==> src/design/port_bank_pkg.sv <==
`default_nettype none
// Shared constants and carriers of the per-port tree and PTP register bank.
package port_bank_pkg;
	// Register index; the byte address on the bus is four times the index.
	localparam logic [11:0] IDX_TREE_POINTER = 12'hB01;
	localparam logic [11:0] IDX_TREE_STATE   = 12'hB04;
	localparam logic [11:0] IDX_RX_LATENCY   = 12'hC00;
	localparam logic [11:0] IDX_TX_LATENCY   = 12'hC02;
	localparam logic [11:0] IDX_ASYMMETRY    = 12'hC04;
	localparam logic [11:0] IDX_DREQ_HIGH    = 12'hC08;
	localparam logic [11:0] IDX_DREQ_LOW     = 12'hC0A;
	localparam logic [11:0] IDX_SYNC_HIGH    = 12'hC0C;
	localparam logic [11:0] IDX_SYNC_LOW     = 12'hC0E;
	localparam logic [11:0] IDX_PEER_HIGH    = 12'hC10;
	localparam logic [11:0] IDX_PEER_LOW     = 12'hC12;
	localparam logic [11:0] IDX_STAMP_FLAGS  = 12'hC14;
	// Bus geometry.
	localparam int ADDR_W = 14;
	localparam logic [1:0] RESP_OKAY   = 2'h0;
	localparam logic [1:0] RESP_SLVERR = 2'h2;
	// Tree state layout and reset.
	localparam int INSTANCES   = 8;
	localparam int POINTER_W   = 3;
	localparam int TX_BIT      = 2;
	localparam int RX_BIT      = 1;
	localparam int LEARN_BIT   = 0;
	localparam logic [2:0] TREE_STATE_RESET = 3'h6;
	localparam logic [POINTER_W-1:0] POINTER_RESET = 3'h0;
	// PTP register reset values and fields.
	localparam logic [15:0] RX_LATENCY_RESET = 16'h019F;
	localparam logic [15:0] TX_LATENCY_RESET = 16'h002D;
	localparam logic [15:0] ASYMMETRY_RESET  = 16'h0000;
	localparam logic [31:0] STAMP_RESET      = 32'h0000_0000;
	localparam int SIGN_BIT      = 15;
	localparam int FLAG_SYNC_BIT = 15;
	localparam int FLAG_DREQ_BIT = 14;
	localparam int FLAG_PEER_BIT = 13;
	// Egress timestamp classes.
	typedef enum logic [1:0] {STAMP_DELAY_REQ, STAMP_SYNC, STAMP_PEER_RESP} stamp_class_e;
	// PTP message kinds seen by the correction path.
	typedef enum logic [2:0] {MSG_SYNC, MSG_PEER_RESP, MSG_DELAY_REQ, MSG_PEER_REQ, MSG_OTHER} msg_e;
	// One captured egress timestamp.
	typedef struct packed {
		logic         valid;
		stamp_class_e class_id;
		logic [31:0]  value;
	} stamp_s;
	// One correction field in flight; egress is 1 for frames leaving the port.
	typedef struct packed {
		logic        valid;
		logic        egress;
		msg_e        msg;
		logic [31:0] value;
	} correction_s;
endpackage
`default_nettype wire

==> src/design/port_ptp_tree_bank.sv <==
// Notes on behaviour
// Eight tree instances, selected by instance pointer.
// State bit 2 gates transmit, resets 1.
// State bit 1 gates receive, resets 1.
// State bit 0 stops learning, resets 0.
// Receive latency sixteen bits, resets 415.
// Transmit latency sixteen bits, resets 45.
// Asymmetry bit 15 is sign, resets 0.
// Add asymmetry on ingress Sync, Pdelay_Resp.
// Subtract asymmetry on egress delay requests.
// Read-only delay request stamp, two words.
// Read-only Sync stamp, two words.
// Read-only peer response stamp, two words.
// New stamp sets flag; write-one clears.
// Stamp pair held until next same class.
`timescale 1ns/1ps
`default_nettype none
module port_ptp_tree_bank (
	input  wire logic                             aclk,
	input  wire logic                             aresetn,
	input  wire logic [port_bank_pkg::ADDR_W-1:0] awaddr,
	input  wire logic                             awvalid,
	output logic                                  awready,
	input  wire logic [31:0]                      wdata,
	input  wire logic [3:0]                       wstrb,
	input  wire logic                             wvalid,
	output logic                                  wready,
	output logic [1:0]                            bresp,
	output logic                                  bvalid,
	input  wire logic                             bready,
	input  wire logic [port_bank_pkg::ADDR_W-1:0] araddr,
	input  wire logic                             arvalid,
	output logic                                  arready,
	output logic [31:0]                           rdata,
	output logic [1:0]                            rresp,
	output logic                                  rvalid,
	input  wire logic                             rready,
	input  wire port_bank_pkg::stamp_s            stamp_in,
	input  wire port_bank_pkg::correction_s       correction_in,
	output port_bank_pkg::correction_s            correction_out,
	output logic [7:0]                            tx_enable,
	output logic [7:0]                            rx_enable,
	output logic [7:0]                            learn_disable,
	output logic [15:0]                           receive_path_delay_ns,
	output logic [15:0]                           transmit_path_delay_ns,
	output logic                                  stamp_event
);
	// Signed asymmetry in nanoseconds, widened to the correction width.
	// The register holds sign and magnitude, not two's complement, so the
	// magnitude is zero-extended first and negated only when the sign is set.
	// A negative zero therefore behaves exactly like a positive zero.
	function automatic logic signed [31:0] asym_value(input logic [15:0] r);
		// Magnitude field, zero-extended to the full correction width.
		logic signed [31:0] mag;
		mag = signed'({17'h0, r[14:0]});
		// The sign bit picks between the magnitude and its negation.
		asym_value = r[port_bank_pkg::SIGN_BIT] ? -mag : mag;
	endfunction

	// Merges the two low byte lanes of a write into a sixteen-bit register.
	// Lanes 2 and 3 are ignored, since every sixteen-bit register sits in
	// the low half of its word and the upper half always reads back zero.
	function automatic logic [15:0] merge16(input logic [15:0] old, input logic [31:0] d, input logic [3:0] s);
		merge16 = {s[1] ? d[15:8] : old[15:8], s[0] ? d[7:0] : old[7:0]};
	endfunction

	// Held write address and data; the bus may offer them in either order.
	logic                              aw_held;
	logic [11:0]                       aw_idx;
	logic                              w_held;
	logic [31:0]                       w_data;
	logic [3:0]                        w_strb;
	// Register contents.
	// Each tree instance keeps its own three state bits; the reserved upper
	// bits of the state word are not stored and always read back zero.
	logic [2:0]                        tree_state [port_bank_pkg::INSTANCES];
	logic [port_bank_pkg::POINTER_W-1:0] tree_pointer;
	logic [15:0]                       asymmetry_reg;
	// One captured stamp per class, indexed by the class code.
	logic [31:0]                       stamp [3];
	// Stamp-ready flags, ordered sync, delay request, peer response.
	logic [2:0]                        flags;

	// A write commits once both halves are held.
	wire wr_go = aw_held && w_held;
	// Decoding uses the held index, so a late data beat still hits its address.
	// Lane 0 carries the eight-bit registers, lane 1 the upper half.
	wire lane0 = w_strb[0];
	wire lane1 = w_strb[1];
	// One write strobe per writable register; read-only words decode to none.
	wire wr_pointer = wr_go && aw_idx == port_bank_pkg::IDX_TREE_POINTER;
	wire wr_state   = wr_go && aw_idx == port_bank_pkg::IDX_TREE_STATE;
	wire wr_rx      = wr_go && aw_idx == port_bank_pkg::IDX_RX_LATENCY;
	wire wr_tx      = wr_go && aw_idx == port_bank_pkg::IDX_TX_LATENCY;
	wire wr_asym    = wr_go && aw_idx == port_bank_pkg::IDX_ASYMMETRY;
	wire wr_flags   = wr_go && aw_idx == port_bank_pkg::IDX_STAMP_FLAGS;

	// Read-only stamps accept writes silently so drivers can blank whole ranges.
	function automatic logic mapped(input logic [11:0] i);
		mapped = i == port_bank_pkg::IDX_TREE_POINTER || i == port_bank_pkg::IDX_TREE_STATE
			|| i == port_bank_pkg::IDX_RX_LATENCY || i == port_bank_pkg::IDX_TX_LATENCY
			|| i == port_bank_pkg::IDX_ASYMMETRY || i == port_bank_pkg::IDX_DREQ_HIGH
			|| i == port_bank_pkg::IDX_DREQ_LOW || i == port_bank_pkg::IDX_SYNC_HIGH
			|| i == port_bank_pkg::IDX_SYNC_LOW || i == port_bank_pkg::IDX_PEER_HIGH
			|| i == port_bank_pkg::IDX_PEER_LOW || i == port_bank_pkg::IDX_STAMP_FLAGS;
	endfunction

	// Channels stall while a response is pending, so one write is in flight.
	// Holding off both channels while bvalid stands costs a cycle between
	// writes but keeps the response logic down to a single flag.
	assign awready = !aw_held && !bvalid;
	assign wready  = !w_held && !bvalid;
	assign arready = !rvalid;

	// Address and data capture, then commit and respond.
	always_ff @(posedge aclk) begin
		if (!aresetn) begin
			// Nothing is held and no response is pending after reset.
			aw_held <= 1'b0;
			w_held  <= 1'b0;
			aw_idx  <= 12'h000;
			w_data  <= 32'h0000_0000;
			w_strb  <= 4'h0;
			bvalid  <= 1'b0;
			bresp   <= port_bank_pkg::RESP_OKAY;
		end else begin
			// Address taken on its own handshake.
			if (awvalid && awready) begin
				aw_held <= 1'b1;
				aw_idx  <= awaddr[13:2];
			end
			// Data taken on its own handshake.
			if (wvalid && wready) begin
				w_held <= 1'b1;
				w_data <= wdata;
				w_strb <= wstrb;
			end
			// Commit; an unmapped word answers with a slave error.
			if (wr_go) begin
				// The commit uses the held index and data, never the live bus.
				aw_held <= 1'b0;
				w_held  <= 1'b0;
				bvalid  <= 1'b1;
				bresp   <= mapped(aw_idx) ? port_bank_pkg::RESP_OKAY : port_bank_pkg::RESP_SLVERR;
			end else if (bvalid && bready) begin
				// The master has taken the response; the channels reopen.
				bvalid <= 1'b0;
			end
		end
	end

	// Read selection.
	wire [11:0] rd_idx = araddr[13:2];
	wire [2:0]  rd_state = tree_state[tree_pointer];
	// A priority chain rather than a case keeps each register on one line; the
	// indices are distinct, so the order of the chain does not matter.
	wire [31:0] rd_word =
		rd_idx == port_bank_pkg::IDX_TREE_POINTER ? {29'h0, tree_pointer} :
		rd_idx == port_bank_pkg::IDX_TREE_STATE   ? {29'h0, rd_state} :
		rd_idx == port_bank_pkg::IDX_RX_LATENCY   ? {16'h0, receive_path_delay_ns} :
		rd_idx == port_bank_pkg::IDX_TX_LATENCY   ? {16'h0, transmit_path_delay_ns} :
		rd_idx == port_bank_pkg::IDX_ASYMMETRY    ? {16'h0, asymmetry_reg} :
		rd_idx == port_bank_pkg::IDX_DREQ_HIGH    ? {16'h0, stamp[0][31:16]} :
		rd_idx == port_bank_pkg::IDX_DREQ_LOW     ? {16'h0, stamp[0][15:0]} :
		rd_idx == port_bank_pkg::IDX_SYNC_HIGH    ? {16'h0, stamp[1][31:16]} :
		rd_idx == port_bank_pkg::IDX_SYNC_LOW     ? {16'h0, stamp[1][15:0]} :
		rd_idx == port_bank_pkg::IDX_PEER_HIGH    ? {16'h0, stamp[2][31:16]} :
		rd_idx == port_bank_pkg::IDX_PEER_LOW     ? {16'h0, stamp[2][15:0]} :
		rd_idx == port_bank_pkg::IDX_STAMP_FLAGS  ? {16'h0, flags, 13'h0} :
		32'h0000_0000;

	// Read answer, one cycle after the address is taken.
	always_ff @(posedge aclk) begin
		if (!aresetn) begin
			// No read answer is pending after reset.
			rvalid <= 1'b0;
			rdata  <= 32'h0000_0000;
			rresp  <= port_bank_pkg::RESP_OKAY;
		end else if (arvalid && arready) begin
			// The word is captured here and stands unchanged until rready.
			rvalid <= 1'b1;
			rdata  <= rd_word;
			rresp  <= mapped(rd_idx) ? port_bank_pkg::RESP_OKAY : port_bank_pkg::RESP_SLVERR;
		end else if (rready) begin
			// Answer taken; arready rises again in the next cycle.
			rvalid <= 1'b0;
		end
	end

	// Pointer that selects which instance the state register reaches.
	always_ff @(posedge aclk) begin
		if (!aresetn) begin
			// Instance zero is selected after reset.
			tree_pointer <= port_bank_pkg::POINTER_RESET;
		end else if (wr_pointer && lane0) begin
			// Only lane 0 carries the pointer; bits 7:3 are dropped.
			tree_pointer <= w_data[2:0];
		end
	end

	// One state per instance; a write lands only on the pointed instance.
	// The gates are plain register bits, so the forwarding logic sees a change
	// from the same edge at which the write response rises.
	genvar gi;
	for (gi = 0; gi < port_bank_pkg::INSTANCES; gi++) begin : g_tree
		always_ff @(posedge aclk) begin
			if (!aresetn) begin
				// All instances forward and learn after reset.
				tree_state[gi] <= port_bank_pkg::TREE_STATE_RESET;
			end else if (wr_state && lane0 && tree_pointer == 3'(gi)) begin
				// A write through the pointer reaches exactly one instance.
				tree_state[gi] <= w_data[2:0];
			end
		end
		// Per-instance gates toward the forwarding logic.
		assign tx_enable[gi]     = tree_state[gi][port_bank_pkg::TX_BIT];
		assign rx_enable[gi]     = tree_state[gi][port_bank_pkg::RX_BIT];
		assign learn_disable[gi] = tree_state[gi][port_bank_pkg::LEARN_BIT];
	end

	// Latency and asymmetry registers with byte-lane writes.
	always_ff @(posedge aclk) begin
		if (!aresetn) begin
			// Latencies return to their defaults and the asymmetry to zero.
			receive_path_delay_ns  <= port_bank_pkg::RX_LATENCY_RESET;
			transmit_path_delay_ns <= port_bank_pkg::TX_LATENCY_RESET;
			asymmetry_reg          <= port_bank_pkg::ASYMMETRY_RESET;
		end else begin
			// Each register merges only the byte lanes that the write enables.
			if (wr_rx) begin
				receive_path_delay_ns <= merge16(receive_path_delay_ns, w_data, w_strb);
			end
			if (wr_tx) begin
				transmit_path_delay_ns <= merge16(transmit_path_delay_ns, w_data, w_strb);
			end
			if (wr_asym) begin
				asymmetry_reg <= merge16(asymmetry_reg, w_data, w_strb);
			end
		end
	end

	// Both words of a class are replaced in one edge, so the pair never tears.
	for (gi = 0; gi < 3; gi++) begin : g_stamp
		always_ff @(posedge aclk) begin
			if (!aresetn) begin
				// Stamps read zero until the first frame of their class.
				stamp[gi] <= port_bank_pkg::STAMP_RESET;
			end else if (stamp_in.valid && stamp_in.class_id == port_bank_pkg::stamp_class_e'(gi)) begin
				// A new stamp of this class replaces both words at once.
				stamp[gi] <= stamp_in.value;
			end
		end
	end

	// Flag set sources, ordered as the flag field bits 15..13.
	wire [2:0] flag_set = {3{stamp_in.valid}} & {
		stamp_in.class_id == port_bank_pkg::STAMP_SYNC,
		stamp_in.class_id == port_bank_pkg::STAMP_DELAY_REQ,
		stamp_in.class_id == port_bank_pkg::STAMP_PEER_RESP};
	// Write-one-to-clear through the upper byte lane.
	wire [2:0] flag_clear = (wr_flags && lane1) ? w_data[port_bank_pkg::FLAG_SYNC_BIT:port_bank_pkg::FLAG_PEER_BIT] : 3'h0;
	// A stamp in the clearing cycle still raises its flag.
	// Letting the clear win would lose the notice of that stamp for good,
	// while a spurious extra notice only costs software one more read.
	wire [2:0] next_flags = (flags & ~flag_clear) | flag_set;

	// Sticky stamp-ready flags.
	always_ff @(posedge aclk) begin
		if (!aresetn) begin
			// No stamp is reported as ready after reset.
			flags <= 3'h0;
		end else begin
			// Set and clear are already resolved in next_flags.
			flags <= next_flags;
		end
	end
	// Combined flag level for the port status logic.
	assign stamp_event = |flags;

	// Correction path: ingress Sync and Pdelay_Resp add, egress requests subtract.
	// Only these four message kinds are touched; everything else passes
	// through unchanged with the same one-cycle delay.
	wire add_asym = !correction_in.egress &&
		(correction_in.msg == port_bank_pkg::MSG_SYNC || correction_in.msg == port_bank_pkg::MSG_PEER_RESP);
	wire sub_asym = correction_in.egress &&
		(correction_in.msg == port_bank_pkg::MSG_DELAY_REQ || correction_in.msg == port_bank_pkg::MSG_PEER_REQ);
	wire signed [31:0] asym = asym_value(asymmetry_reg);
	// Wraps modulo 2^32; the field is too wide for this to matter in practice.
	wire [31:0] next_correction = add_asym ? correction_in.value + asym :
		sub_asym ? correction_in.value - asym : correction_in.value;

	// Registered correction output, one cycle behind its input.
	always_ff @(posedge aclk) begin
		if (!aresetn) begin
			// Nothing is in flight after reset.
			correction_out <= '0;
		end else begin
			// Every field moves one cycle later; only the value is adjusted.
			correction_out.valid  <= correction_in.valid;
			correction_out.egress <= correction_in.egress;
			correction_out.msg    <= correction_in.msg;
			correction_out.value  <= next_correction;
		end
	end
endmodule // port_ptp_tree_bank
`default_nettype wire

==> config.mk <==
export PLATFORM = sky130hd
export DESIGN_NAME = port_ptp_tree_bank
export DESIGN_NICKNAME = d
export VERILOG_FILES = /design/src/design/port_bank_pkg.sv /design/src/design/port_ptp_tree_bank.sv
export SDC_FILE = /design/constraint.sdc
export NUM_CORES = 1
export LEC_CHECK = 0
export BUFFER_PORTS_ARGS = -buffer_cell sky130_fd_sc_hd__buf_4
export CAP_MARGIN = 25
export CORE_UTILIZATION = 51
export DETAILED_ROUTE_END_ITERATION = 16
export PLACE_DENSITY = 0.85
export SKIP_CTS_REPAIR_TIMING = 1
export SLEW_MARGIN = 40
export SYNTH_ARGS = -nofsm -noshare
export SYNTH_HDL_FRONTEND = slang
export SYNTH_SLANG_ARGS = --single-unit
==> constraint.sdc <==
create_clock -name aclk -period 4.8 [get_ports aclk]
set_clock_uncertainty 0.05 [all_clocks]
set_input_delay 0.24 -clock aclk [delete_from_list [all_inputs] [get_ports aclk]]
set_output_delay 0.24 -clock aclk [all_outputs]
set_load 0.02 [all_outputs]
Word level (Yosys, flattened, before mapping). Memory sizes are Yosys's and may differ from the RTL's. A register that Yosys moved wholly into a read port is not among the register bits. Index checks and enable logic that the tools add are counted.

Add/subtract/negate cells: 3. Multiply operators: 0. Divide/modulo/power cells: 0. Order comparisons: 0. Equal/unequal tests: 36. Shift-type cells: 0. Mux-type cells: 69. Bitwise gates (word level): 16. Reduce and logical (&&, ||, !) cells: 71.

Operators with widths (count): equality test 12 bit, second input constant (24); two-way mux 16 bit (12); two-way mux 32 bit (6); two-way mux 1 bit (38); two-way mux 3 bit (11); adder 32 bit (1); negator 15 -> 32 bit (1); subtractor 32 bit (1); logical AND 1 bit (29); logical OR 1 bit (24); equality test 3 x 2 -> 1 bit, second input constant (4); equality test 3 bit, second input constant (4); AND reduction 2 bit (6); OR 1 bit (11); bitwise AND 3 bit (2); equality test 3 x 1 -> 1 bit, second input constant (2); logical NOT 3 bit (2); logical NOT 1 bit (5); two-way mux 2 bit (2); nonzero test 2 bit (2); inverter 3 bit (1); OR 3 bit (1); OR reduction 3 bit (1); equality test 2 x 1 -> 1 bit, second input constant (1); 4 further kinds (4).

Register bits: 161. Latch bits: 0. Bits in writable memories: 120. ROM bits: 0. Output and inout bits: 135. Memories: 2.

Memories: stamp (words 3, width 32, read ports 3, clocked after memory_dff 0, wr ports 3, line port_ptp_tree_bank.sv:80) `logic [31:0] stamp [3];`; tree_state (words 8, width 3, read ports 9, clocked after memory_dff 1, wr ports 8, line port_ptp_tree_bank.sv:76) `logic [2:0] tree_state [port_bank_pkg::INSTANCES];`.

Depth between registers and ports, before layout.
Word-level depth: 13. Depth in mapped cells: 24. Mapped depth without buffers: 23.

Worst setup path before layout. Ideal clock, no wire load.

Kind: reg2reg. Start: reg asymmetry_reg[0]. End: reg correction_out[29] in the netlist's numbering. Data arrival time: 4.449 ns. Setup slack: 0.231 ns. Cell stages (with the launch flop): 25. Buffers on the path: 2. Path through: dfxtp_1 -> inv_1 -> ha_1 -> nand2_1 -> or3_1 -> nor2_1 -> nand2_1 -> or2_1 -> or4_1 -> clkbuf_1 -> inv_1 -> ha_1 -> nand2_1 -> o21ai_0 -> ha_1 -> buf_4 -> or3b_1 -> nor2_2 -> nand3_1 -> or3_1 -> and2_1 -> a21oi_2 -> a41oi_1 -> mux2_2 -> a21oi_1.

Longest elaborated chain between the ends: 5.

RTL lines: start, declared (line port_ptp_tree_bank.sv:78) `logic [15:0] asymmetry_reg;`; start signal, assigned (line port_ptp_tree_bank.sv:227) `asymmetry_reg <= port_bank_pkg::ASYMMETRY_RESET;`; start signal, assigned (line port_ptp_tree_bank.sv:237) `asymmetry_reg <= merge16(asymmetry_reg, w_data, w_strb);`; negator 15 -> 32 bit (line port_ptp_tree_bank.sv:57) `asym_value = r[port_bank_pkg::SIGN_BIT] ? -mag : mag;`; two-way mux 32 bit * (line port_ptp_tree_bank.sv:57); subtractor 32 bit (line port_ptp_tree_bank.sv:290) `sub_asym ? correction_in.value - asym : correction_in.value;`; two-way mux 32 bit (line port_ptp_tree_bank.sv:290); two-way mux 32 bit * (line port_ptp_tree_bank.sv:289) `wire [31:0] next_correction = add_asym ? correction_in.value + asym :`; end, declared (line port_ptp_tree_bank.sv:40) `output port_bank_pkg::correction_s correction_out,`.

Mark *: on every way between the ends. The rest lies on a longest branch, timed or not. A chain may end at the register's enable or synchronous reset.

Worst setup path after layout.
Start: reg asymmetry_reg[1]. End: reg correction_out[30] in the netlist's numbering.

Same word-level chain as after synthesis.

==> results.py <==
metrics = {
    "run_status": {
        "status": "finished with violations",
        "violations": "hold timing",
    },
    "power_and_ir_drop": {
        "seqPwrFrac": 0.467,
        "total_power_mw": 5.43,
        "switching_share": 0.269,
        "p_clk_frac": 0.395,
        "p_sw_mw": 1.46,
        "peakVddDrop_v": 0.000279,
        "p_int_mw": 3.97,
        "leakage_nw": 7.99,
        "powerDensity_nw_per_um2": 280,
        "p_comb_frac": 0.138,
    },
    "layout": {
        "fin_util": 0.657,
        "nets": 2187,
        "drive_above_1_share": 0.207,
        "regArea_um2": 6530,
        "multi_input_area_um2": 8190,
        "top_register": "stamp",
        "reg_top3": "stamp (96), correction_out (37), tree_state (24)",
        "antenna_cells": 0,
        "final_cell_mix": "buf_4 (283), nand2_1 (173), dfxtp_1 (145)",
        "final_common_cell": "buf_4",
        "final_cells": 2388,
        "largest_reg_flops": 96,
        "area_growth_pct": 27.1,
        "nFillCells": 2246,
    },
    "die": {
        "start_util": 0.517,
        "design.core.area_um2": 29600,
        "die_y_um": 175,
        "num_rows": 63,
        "die_x_um": 175,
        "die_area_um2": 30700,
        "pin_count": 278,
    },
    "clocking": {
        "cts.sinks": 266,
        "clock_path_buffers": 3,
        "cts-buffers-inserted": 29,
        "clk_pin_slew_worst_paths_ps": 70,
        "cts-root-buf": "clkbuf_16",
        "clk_latency_ps": 570,
        "cts_tree": "done",
        "htree_levels": 1,
    },
    "sta": {
        "drv_slew": 0,
        "slew_headroom": 0.379,
        "fin_crit_ps": 4650,
        "min_period_over_period": 0.969,
        "worstMarginPinSlew_ps": 932,
        "hold_violations": 3,
        "finalSetupViolations": 0,
        "hold_slack_ps": -33.7,
        "fmax_mhz": 215,
        "setup_ws_ps": 150,
    },
    "routing": {
        "wl_um": 52000,
        "drtAntennaViolNets": 0,
        "num_vias": 14960,
        "drc": 0,
        "viasPerCell": 6.26,
        "dr.pass1.iters": 8,
        "drtIter0Drc": 1901,
        "avgRoutedWirePerCell_um": 21.8,
    },
    "setup_path": {
        "cp.required_ps": 5180,
        "cp_max_fo": 6,
        "cp_slowest_stage_delay_ps": 440,
        "cpMaxStageDelayCell": "or4_4",
        "cp.arrival_ps": 5030,
        "critical_path_class": "reg2reg",
        "critical_path.top_delay_family": "simple AND/OR/NAND/NOR gates",
        "cp-start-kind": "register",
        "rrSetupSlack_ps": 150,
        "crit_buf_inv": 3,
        "path_cells": "inv_2, ha_2, nand2_2, or3_4, nor2_2, nand2_1, or2_1, or4_4, inv_2, ha_1, nand2_1, o21ai_2, ha_4, or3b_4, nor2_4, buf_4, a31oi_2, o31a_1, o311a_1, a2111oi_1, a311oi_1",
        "critPathCaptureType": "register",
    },
    "placement": {
        "dpl.hpwl_um": 35500,
        "globalplace.congestion": 0.972,
        "place_inst": 2245,
        "port_buffers": 237,
        "post-place-ws_ps": -14.4,
    },
    "grt": {
        "grt_pass1_vias": 13811,
        "track_usage": 0.312,
        "grt_overflow": 0,
        "grt_antenna_before_repair": 0,
        "grt_first_pass_wirelength_um": 75300,
        "grt_max_degree": 83,
    },
    "logic_synthesis": {
        "synth_ff_type": "dfxtp_1",
        "yosysSeqAreaShare": 0.427,
        "synthDistinctLibCells": 92,
        "netlist.area_leader.share": 0.236,
        "synth_edf_count": 120,
        "synth_area_um2": 15300,
        "avgSynthCellArea_um2": 9.14,
        "synthTopCellsByArea": "edfxtp_1 (24%), dfxtp_1 (19%), ha_1 (5.5%)",
        "yosysWarningCount": 0,
        "yosys.area.top_type": "edfxtp_1",
        "synth-async-reset-ratio": 0,
        "syn_inst": 1673,
        "synth_seq_cells": 266,
    },
    "min_path": {
        "hold_path_class": "in2reg",
    },
    "job": {
        "max_cap_violations": 0,
    },
}
## area by class of cell
type / count / area share
Clock buffer: 42 / 0.0415
Sequential cell: 266 / 0.336
Tap cell: 390 / 0.0251
Clock inverter: 12 / 0.00509
Multi-Input combinational cell: 1230 / 0.422
Timing Repair Buffer: 372 / 0.156
Inverter: 76 / 0.0148
## final timing paths
path	from	endpoint	cells after the start
hold / removal	correction_in[21]	correction_out[21]	3
setup / recovery	asymmetry_reg[1]	correction_out[30]	21
hold reg to reg	w_strb[1]	w_strb[1]	2
setup reg to reg	asymmetry_reg[1]	correction_out[30]	21
## metrics by stage
step | hold WS (ps) | instance area (µm²) | TNS, ps
floorplan | 290 | 15300 | 0
global placement | 378 | 17400 | 0
detailed placement | 393 | 17500 | -14.4
CTS | -202 | 18400 | -20.4
global route | 10.5 | 19400 | -153
finish | -33.7 | 19400 | 0
## per-layer routing
metal	share of wire	track usage
met2	0.49	0.527
met1	0.37	0.391
met3	0.095	0.0550
met5	0	0
met4	0.046	0.135
## worst reg2reg max path: cells and delay by family (launching register included)
kind	cells	cell delay, ps
simple gates	9	1850
fa+ha+maj	3	720
compound gates	6	1320
flops	1	320
buf+inv	3	230
## power by group through the flow
| stage | clock, mW | sequential (mW) | combinational (mW) |
|---|---|---|---|
| final | 2.15 | 2.54 | 0.751 |
| after global routing | 2.25 | 2.54 | 0.799 |
| after CTS | 2.14 | 2.54 | 0.668 |
| after detailed placement | 0 | 2.58 | 0.663 |
| after global placement | 0 | 2.58 | 0.647 |
| after floorplan | 0 | 2.60 | 0.360 |
## cell usage after synthesis (all sizes together) (5+ instances only)
master,instances
nand3,18
o21bai,13
a211oi,24
and4,5
a31oi,18
nand2,176
inv,74
mux4,6
xnor2,19
a21oi,129
edfxtp,120
and2,118
a221oi,8
clkbuf,80
a22oi,12
mux2i,47
dfxtp,146
a31o,6
or3,26
nor3,41
o21ai,81
or2,7
and3,10
mux2,16
a222oi,22
o221ai,15
buf,38
a2111oi,5
nand2b,22
nor2b,14
nor4,12
nand4,12
nor2,132
o22ai,7
a221o,19
nand3b,5
ha,67
a21o,10
o31ai,15
o211ai,10
## logic make-up after synthesis
logic type / after synthesis / share of synthesized area
and+or+nand+nor: 615 / 0.201
AOI/OAI and AO/OA: 436 / 0.195
DFF: 266 / 0.427
buffers and inverters: 194 / 0.0541
adders and majority gates: 69 / 0.0575
muxes: 69 / 0.0514
xor gates and xnor gates: 23 / 0.0132
other: 1 / 0.000245
No activity file was read; power rests on OpenSTA's default activity.
